### src/hw/nvc_regs.svh
// Register offsets, control bit positions, reset values and cycle timing.
`ifndef NVC_REGS_SVH
`define NVC_REGS_SVH

// Register offsets on the plain register port.
`define NVC_OFS_ADDR     4'h0
`define NVC_OFS_DATA     4'h1
`define NVC_OFS_CTRL     4'h2

// Control register bit positions.
`define NVC_BIT_RD       0
`define NVC_BIT_WR       1
`define NVC_BIT_WRITE_UNLOCK_BIT     2
`define NVC_BIT_FREE     3

// Reset values and the value of an erased cell.
`define NVC_RST_ADDR     6'h00
`define NVC_RST_DATA     8'h00
`define NVC_ERASED       8'hff

// Clock period and cell timing.
`define NVC_CLK_NS       8
`define NVC_ERASE_US     2000
`define NVC_PROG_US      2000
`define NVC_READ_CYCLES  1

`endif

### src/hw/nvc_pkg.sv
// Types shared by the flash data memory controller.
package nvc_pkg;

    // One register access from the core.
    typedef struct packed {
        logic [3:0] addr;
        logic [7:0] wdata;
        logic       wr;
        logic       rd;
        logic       bitset;
    } nvc_bus_req_t;

    // Cycle currently run by the controller.
    typedef enum logic [1:0] {
        NVC_IDLE,
        NVC_READ,
        NVC_ERASE,
        NVC_PROG
    } nvc_state_t;

endpackage : nvc_pkg

### src/hw/nvc_flash_data_memory_ctrl.sv
// Flash data memory controller: 64-byte array behind three registers.
// Functional notes
// - Array reached only through dedicated registers
// - Load address, then set read strobe
// - Read data appears at once, held
// - Core stalled during a read cycle
// - Read starts only from single-bit-set instruction
// - Erase whole row, program single byte
// - 64 bytes as eight rows of eight
// - Erase row chosen by address bits 5:3
// - Erase or write needs exact unlock sequence
// - Erase select cleared unless unlock follows
// - Unlock cleared unless strobe follows next
// - Unlock and strobe need single-bit-set writes
// - Core stalled for the erase cycle
// - Core stalled for the byte write
// - Instruction after strobe needs no padding
// - Code protection never blocks array access
`timescale 1ns/1ps
`include "nvc_regs.svh"

module nvc_flash_data_memory_ctrl #(
    parameter int ERASE_CYCLES =
        (`NVC_ERASE_US * 1000 + `NVC_CLK_NS - 1) / `NVC_CLK_NS,
    parameter int PROG_CYCLES  =
        (`NVC_PROG_US * 1000 + `NVC_CLK_NS - 1) / `NVC_CLK_NS
) (
    input  wire logic                 ref_clk,
    input  wire logic                 rst,
    input  wire nvc_pkg::nvc_bus_req_t bus_req,
    input  wire logic                 instr_step,
    output logic [7:0]                rdata,
    output logic                      stall
);

    //------------------------------------------------------------------
    // Constants
    //------------------------------------------------------------------
    localparam int CNT_W = $clog2(ERASE_CYCLES + PROG_CYCLES + 2);
    localparam int ROWS  = 8;
    localparam int BYTES = 8;

    //------------------------------------------------------------------
    // State
    //------------------------------------------------------------------
    nvc_pkg::nvc_state_t state_ff;
    logic [CNT_W-1:0]    cnt_ff;
    logic [5:0]          addr_ff;
    logic [7:0]          data_ff;
    logic [7:0]          rdata_ff;
    logic                free_ff;
    logic                write_unlock_bit_ff;
    logic                wr_ff;
    logic                rd_ff;
    logic                free_wait_ff;
    logic                write_unlock_bit_wait_ff;
    logic [7:0]          mem [ROWS*BYTES];

    // Returns the control register value as software sees it.
    function automatic logic [7:0] ctrl_image(input logic fr, input logic we,
                                              input logic w, input logic r);
        logic [7:0] v;
        v = 8'h00;
        v[`NVC_BIT_FREE] = fr;
        v[`NVC_BIT_WRITE_UNLOCK_BIT] = we;
        v[`NVC_BIT_WR]   = w;
        v[`NVC_BIT_RD]   = r;
        return v;
    endfunction : ctrl_image

    //------------------------------------------------------------------
    // Access decode
    //------------------------------------------------------------------
    logic       idle;
    logic       ctl_wr;
    logic       bset;
    logic [7:0] ctl_now;
    logic [7:0] rising;
    logic       set_rd;
    logic       set_write_unlock_bit;
    logic       set_wr;
    logic       start_rd;
    logic       start_cyc;
    logic       cyc_done;
    logic [7:0] mem_rd;

    // Writes are refused while a cycle runs; the core is stalled then
    // anyway, so this only guards against a misbehaving master.
    assign idle     = (state_ff == nvc_pkg::NVC_IDLE);
    assign ctl_wr   = idle && bus_req.wr &&
                      (bus_req.addr == `NVC_OFS_CTRL);
    assign bset     = ctl_wr && bus_req.bitset;
    assign ctl_now  = ctrl_image(free_ff, write_unlock_bit_ff, wr_ff, rd_ff);
    assign rising   = bus_req.wdata & ~ctl_now;
    assign set_rd   = bset && rising[`NVC_BIT_RD];
    assign set_write_unlock_bit = bset && rising[`NVC_BIT_WRITE_UNLOCK_BIT];
    assign set_wr   = bset && rising[`NVC_BIT_WR];
    assign start_rd = set_rd;
    // A strobe without a live unlock bit is simply dropped.
    assign start_cyc = set_wr && write_unlock_bit_ff;
    assign cyc_done  = (state_ff == nvc_pkg::NVC_ERASE ||
                        state_ff == nvc_pkg::NVC_PROG) &&
                       (cnt_ff == '0);
    assign mem_rd    = mem[addr_ff];

    //------------------------------------------------------------------
    // Sequencer
    //------------------------------------------------------------------
    // One state per cycle type; the counter times the cell operation.
    always_ff @(posedge ref_clk or posedge rst) begin
        if (rst) begin
            state_ff <= nvc_pkg::NVC_IDLE;
            cnt_ff   <= '0;
        end else begin
            case (state_ff)
                nvc_pkg::NVC_IDLE: begin
                    if (start_rd) begin
                        state_ff <= nvc_pkg::NVC_READ;
                        cnt_ff   <= CNT_W'(`NVC_READ_CYCLES - 1);
                    end else if (start_cyc && free_ff) begin
                        state_ff <= nvc_pkg::NVC_ERASE;
                        cnt_ff   <= CNT_W'(ERASE_CYCLES - 1);
                    end else if (start_cyc) begin
                        state_ff <= nvc_pkg::NVC_PROG;
                        cnt_ff   <= CNT_W'(PROG_CYCLES - 1);
                    end
                end
                nvc_pkg::NVC_READ,
                nvc_pkg::NVC_ERASE,
                nvc_pkg::NVC_PROG: begin
                    if (cnt_ff == '0) begin
                        state_ff <= nvc_pkg::NVC_IDLE;
                    end else begin
                        cnt_ff <= cnt_ff - 1'b1;
                    end
                end
                default: begin
                    state_ff <= nvc_pkg::NVC_IDLE;
                end
            endcase
        end
    end

    // Stall is decoded straight from the state register, so the instruction after the strobe is held
    // off cleanly and then runs once the cycle ends.
    assign stall = !idle;

    //------------------------------------------------------------------
    // Address and data registers
    //------------------------------------------------------------------
    // Only six address bits exist; upper bits of a write are dropped.
    always_ff @(posedge ref_clk or posedge rst) begin
        if (rst) begin
            addr_ff <= `NVC_RST_ADDR;
        end else if (idle && bus_req.wr &&
                     bus_req.addr == `NVC_OFS_ADDR) begin
            addr_ff <= bus_req.wdata[5:0];
        end
    end

    // Read data lands here at once and stays until the next load.
    always_ff @(posedge ref_clk or posedge rst) begin
        if (rst) begin
            data_ff <= `NVC_RST_DATA;
        end else if (start_rd) begin
            data_ff <= mem_rd;
        end else if (idle && bus_req.wr &&
                     bus_req.addr == `NVC_OFS_DATA) begin
            data_ff <= bus_req.wdata;
        end
    end

    //------------------------------------------------------------------
    // Control bits and unlock timing
    //------------------------------------------------------------------
    // The erase select accepts any write; an ordinary write may also
    // clear the unlock bit, but only a bit-set may raise it or a strobe.
    always_ff @(posedge ref_clk or posedge rst) begin
        if (rst) begin
            free_ff <= 1'b0;
        end else if (cyc_done) begin
            free_ff <= 1'b0;
        end else if (free_wait_ff && instr_step && !set_write_unlock_bit) begin
            free_ff <= 1'b0;
        end else if (ctl_wr) begin
            free_ff <= bus_req.wdata[`NVC_BIT_FREE];
        end
    end

    // A write to the control register is itself an instruction step,
    // so the step that sets a bit also re-arms its watch.
    always_ff @(posedge ref_clk or posedge rst) begin
        if (rst) begin
            free_wait_ff <= 1'b0;
            write_unlock_bit_wait_ff <= 1'b0;
        end else if (instr_step) begin
            free_wait_ff <= ctl_wr && rising[`NVC_BIT_FREE];
            write_unlock_bit_wait_ff <= set_write_unlock_bit;
        end
    end

    always_ff @(posedge ref_clk or posedge rst) begin
        if (rst) begin
            write_unlock_bit_ff <= 1'b0;
        end else if (cyc_done) begin
            write_unlock_bit_ff <= 1'b0;
        end else if (set_write_unlock_bit) begin
            write_unlock_bit_ff <= 1'b1;
        end else if (free_wait_ff && instr_step) begin
            write_unlock_bit_ff <= 1'b0;
        end else if (write_unlock_bit_wait_ff && instr_step && !set_wr) begin
            write_unlock_bit_ff <= 1'b0;
        end else if (ctl_wr && !bus_req.wdata[`NVC_BIT_WRITE_UNLOCK_BIT]) begin
            write_unlock_bit_ff <= 1'b0;
        end
    end

    // Strobes stay set while their cycle runs and drop at the end.
    always_ff @(posedge ref_clk or posedge rst) begin
        if (rst) begin
            wr_ff <= 1'b0;
        end else if (cyc_done) begin
            wr_ff <= 1'b0;
        end else if (start_cyc) begin
            wr_ff <= 1'b1;
        end
    end

    always_ff @(posedge ref_clk or posedge rst) begin
        if (rst) begin
            rd_ff <= 1'b0;
        end else begin
            rd_ff <= start_rd;
        end
    end

    //------------------------------------------------------------------
    // Array
    //------------------------------------------------------------------
    // Nonvolatile contents are not reset.  There is no protection gate:
    // the core may always read and write the array.
    always_ff @(posedge ref_clk) begin
        if (cyc_done && state_ff == nvc_pkg::NVC_ERASE) begin
            for (int i = 0; i < BYTES; i++) begin
                mem[{addr_ff[5:3], 3'(i)}] <= `NVC_ERASED;
            end
        end else if (cyc_done) begin
            mem[addr_ff] <= data_ff;
        end
    end

    //------------------------------------------------------------------
    // Register read port
    //------------------------------------------------------------------
    // The array has no address of its own on this port.
    always_ff @(posedge ref_clk or posedge rst) begin
        if (rst) begin
            rdata_ff <= 8'h00;
        end else if (bus_req.rd) begin
            case (bus_req.addr)
                `NVC_OFS_ADDR: rdata_ff <= {2'b00, addr_ff};
                `NVC_OFS_DATA: rdata_ff <= data_ff;
                `NVC_OFS_CTRL: rdata_ff <= ctl_now;
                default:       rdata_ff <= 8'h00;
            endcase
        end else begin
            rdata_ff <= 8'h00;
        end
    end

    assign rdata = rdata_ff;
endmodule : nvc_flash_data_memory_ctrl

### config.mk
export PLATFORM = sky130hd
export DESIGN_NAME = nvc_flash_data_memory_ctrl
export DESIGN_NICKNAME = d
export VERILOG_FILES = /design/src/hw/nvc_pkg.sv /design/src/hw/nvc_flash_data_memory_ctrl.sv
export VERILOG_INCLUDE_DIRS = /design/src /design/src/hw
export SDC_FILE = /design/constraint.sdc
export NUM_CORES = 1
export LEC_CHECK = 0
export CAP_MARGIN = 20
export CORE_ASPECT_RATIO = 0.5
export CORE_MARGIN = 2
export CORE_UTILIZATION = 50
export DETAILED_ROUTE_END_ITERATION = 16
export DONT_BUFFER_PORTS = 1
export PLACE_DENSITY = 0.72
export SYNTH_ARGS = -nofsm -noshare
export SYNTH_HDL_FRONTEND = slang
export SYNTH_SLANG_ARGS = --single-unit
export TNS_END_PERCENT = 100
### constraint.sdc
create_clock -name ref_clk -period 3.5 [get_ports ref_clk]
set_clock_uncertainty 0.2 [all_clocks]
set_input_delay 0.175 -clock ref_clk [delete_from_list [all_inputs] [get_ports ref_clk]]
set_output_delay 0.175 -clock ref_clk [all_outputs]
set_load 0.05 [all_outputs]
==> results.sh <==
export IMPL_drtPass1Iterations=6
export IMPL_cts_made_buffers=50
export IMPL_pwr_density_cell_nw_per_um2=549
export IMPL_pre_cts_slack_ps=144
export IMPL_track_usage_pct=28.4
export IMPL_boundaryPins=27
export IMPL_routed_wl_mm=77.8
export IMPL_tightest_slew_ps=1120
export IMPL_fmax_mhz=292
export IMPL_grt_busiest_layer="met2"
export IMPL_layout_setup_ws_ps=71.7
export IMPL_reg2reg_depth=5
export IMPL_synth_cell_types=73
export IMPL_io_buffers=0
export IMPL_r2r_end="mem[49][6]$_SDFFCE_PN1P_"
export IMPL_synth_top_cell_area_share_pct=58.1
export IMPL_hold_viol_final=0
export IMPL_syn_inst=2058
export IMPL_path_class="flip-flop to flip-flop"
export IMPL_via_count=18300
export IMPL_max_vdd_ir_drop_mv=0.368
export IMPL_dieArea_sq_um=54900
export IMPL_wl_per_cell_um=27.5
export IMPL_syn_area_per_cell_sq_um=12.9
export IMPL_drc=0
export IMPL_use_met1_pct=40.6
export IMPL_cts_max_path_buffers=3
export IMPL_startpoint_type="flip-flop"
export IMPL_place_congestion=0.932
export IMPL_gr_usage_met3_pct=8.95
export IMPL_r2r_start="cnt_ff[9]$_DFFE_PP0P_"
export IMPL_syn2layout_area_growth_pct=12.5
export IMPL_synthTopCellsByArea="edfxtp_1 58%, or3_1 6.3%, dfrtp_1 4.6%, or2_2 4.5%, mux4_2 3.5%"
export IMPL_start_util_pct=50.8
export IMPL_ant_nets=0
export IMPL_leakagePower_nw=11.0
export IMPL_synth_top_cell_by_area="edfxtp_1"
export IMPL_vias_per_cell=6.46
export IMPL_reg2reg_slack_ps=70
export IMPL_async_flop_share_pct=8.73
export IMPL_layout_drive_gt1_share_pct=24.8
export IMPL_synth_nets=2077
export IMPL_cts_sinks=561
export IMPL_fp_coreArea_sq_um=52100
export IMPL_rows=59
export IMPL_critPathMaxFanout=16
export IMPL_cts_tree="built"
export IMPL_period_minus_slack_ps=3430
export IMPL_final_area_sq_um=29800
export IMPL_fin_crit_sh_pct=98.0
export IMPL_overflow=0
export IMPL_dpl_cell_area_sq_um=27900
export IMPL_syn_cell_area_sq_um=26500
export IMPL_cts_root_buf="clkbuf_16"
export IMPL_grt_pass1_wl_mm=115
export IMPL_ys_ff_latch=561
export IMPL_drv_slew=0
export IMPL_synth_ff_type="edfxtp_1"
export IMPL_worst_hold_path_type="primary input to asynchronous set/reset pin"
export IMPL_antenna_found_initial=6
export IMPL_required_ps=3550
export IMPL_place_inst=2705
export IMPL_yosysSeqAreaShare_pct=62.7
export IMPL_fin_cells=2833
export IMPL_hpwl_mm=49.8
export IMPL_clock_latency_ps=590
export IMPL_grt_max_degree=67
export IMPL_grt_pass1_vias=17500
export IMPL_die_h_um=167
export IMPL_yosysWarnings=0
export IMPL_die_w_um=329
export IMPL_setup_viol=0
export IMPL_nFillCells=4082
export IMPL_status="completed"
export IMPL_relSlewSlack_pct=25.1
export IMPL_fin_nets=2105
export IMPL_first_iter_violations=2673
export IMPL_htreeDepth=2
export IMPL_path_clk_slew_ps=60
export IMPL_cap_violations=0
export IMPL_holdWs_ps=56.1
export IMPL_synth_enable_flop_cells=512
export IMPL_globalRouteMet2Util_pct=42.1
export IMPL_end_kind="flip-flop"
export IMPL_critPathArrivalTime_ps=3480
[worst max path at each step]
stage | start | endpoint | slack (ps)
6_report | cnt_ff[9]$_DFFE_PP0P_ | mem[49][6]$_SDFFCE_PN1P_ | 70
5_1_grt | state_ff[1]$_DFFE_PP0P_ | addr_ff[1]$_DFFE_PP0P_ | -30
2_1_floorplan | cnt_ff[9]$_DFFE_PP0P_ | mem[24][0]$_SDFFCE_PN1P_ | 270
3_5_place_dp | cnt_ff[9]$_DFFE_PP0P_ | mem[49][6]$_SDFFCE_PN1P_ | 140
4_1_cts | cnt_ff[9]$_DFFE_PP0P_ | mem[12][5]$_SDFFCE_PN1P_ | 100
3_3_place_gp | cnt_ff[9]$_DFFE_PP0P_ | mem[34][4]$_SDFFCE_PN1P_ | 180
[timing repair]
| action | in CTS | in global routing |
|---|---|---|
| setup endpoints to repair | 0 | 10 |
| buffers inserted | 0 | 2 |
| hold buffers | 28 | 0 |
| resized for setup | 0 | 2 |
| hold endpoints to repair | 78 | 0 |
[metrics by stage]
step	setup TNS (ps)	utilization (%)	total power [mW]
after floorplan	0	-	9.31
after global routing	-38.5	57.1	16.7
after CTS	0	57.1	16.2
final	0	57.2	16.4
after global placement	0	53.4	10.7
after detailed placement	0	53.4	10.7
[sequential cells by signal (all words and copies together), names as in the netlist]
register	cells
addr_ff	6
cnt_ff	19
data_ff	8
free_ff	1
free_wait_ff	1
mem	512
rd_ff	1
rdata	8
state_ff	2
wr_ff	1
write_unlock_bit_ff	1
write_unlock_bit_wait_ff	1
[worst max-delay path, stage by stage (launching register included)]
cell     delay, ps
dfrtp_1        420
or4_1          560
or2_1          240
or4_4          810
or3_1          510
nand2_1        320
[area by class of cell]
class                   count  area [sq um]  area share (%)
repair buffers            172          1510            5.07
flip-flops and latches    561         16600            55.8
clock buffers              66          1400            4.68
diodes                      4          10.0          0.0336
clock inverters            28           228           0.764
inverters                  16          60.1           0.202
multi-input cells        1285          9080            30.5
well taps                 701           877            2.94
[cell usage in the layout (no fill, tap or decap), types with 6 or more instances in the layout]
cell	n
xor2_1	8
nor3_1	14
nor2b_1	8
clkinv_1	13
o21ai_0	40
a21oi_1	61
mux2i_1	74
buf_4	132
nor2_1	65
nor4_1	8
buf_12	12
o22ai_1	25
dfrtp_1	37
o31a_1	6
a22oi_1	39
o22a_1	7
clkbuf_16	53
a221oi_1	44
dlygate4sd3_1	28
or3_1	265
o211ai_1	10
nor2_4	6
edfxtp_1	512
inv_1	13
dfrtp_2	7
a31oi_1	10
and3_1	11
nand2_4	8
or2_2	191
clkbuf_1	11
clkinv_2	11
mux4_2	41
mux2_2	35
nand2_1	110
nand3_1	32
or2_1	68
and2_1	7
[power by group]
group          internal [mW]  switching [mW]
Sequential              7.34           0.726
Clock                   3.10            2.49
Combinational          0.875            1.83
Total                   11.3            5.04
[layer usage]
metal,wire length (um),part of all wire (%),vias to the layer above
li1,-,-,7813
met3,10600,14,174
met4,2240,2.9,4
met2,34600,45,1307
met1,30300,39,8992
met5,32,0.041,-
[synthesized netlist by cell type, drive strengths merged, types with 6 or more instances]
| cell type | number |
|---|---|
| nor4 | 9 |
| a31oi | 10 |
| nor2b | 9 |
| and2 | 8 |
| mux2 | 35 |
| nand2 | 119 |
| a22oi | 39 |
| edfxtp | 512 |
| o211ai | 10 |
| a21oi | 61 |
| o31a | 6 |
| buf | 28 |
| and3 | 11 |
| mux2i | 74 |
| mux4 | 41 |
| o21ai | 40 |
| or2 | 259 |
| inv | 15 |
| dfrtp | 49 |
| nand3 | 36 |
| a221oi | 44 |
| o22ai | 25 |
| clkbuf | 168 |
| nor2 | 75 |
| nor3 | 15 |
| or3 | 265 |
| xor2 | 8 |
| o22a | 7 |
[kinds of logic after synthesis]
| logic type | synth area share, % |
|---|---|
| compound gates | 7.69 |
| xor+xnor | 0.265 |
| fa+ha+maj | 0.0473 |
| buf+inv | 3.12 |
| flops | 62.7 |
| mux | 7.78 |
| simple gates | 18.4 |
Power figures use the tool's default switching activity.
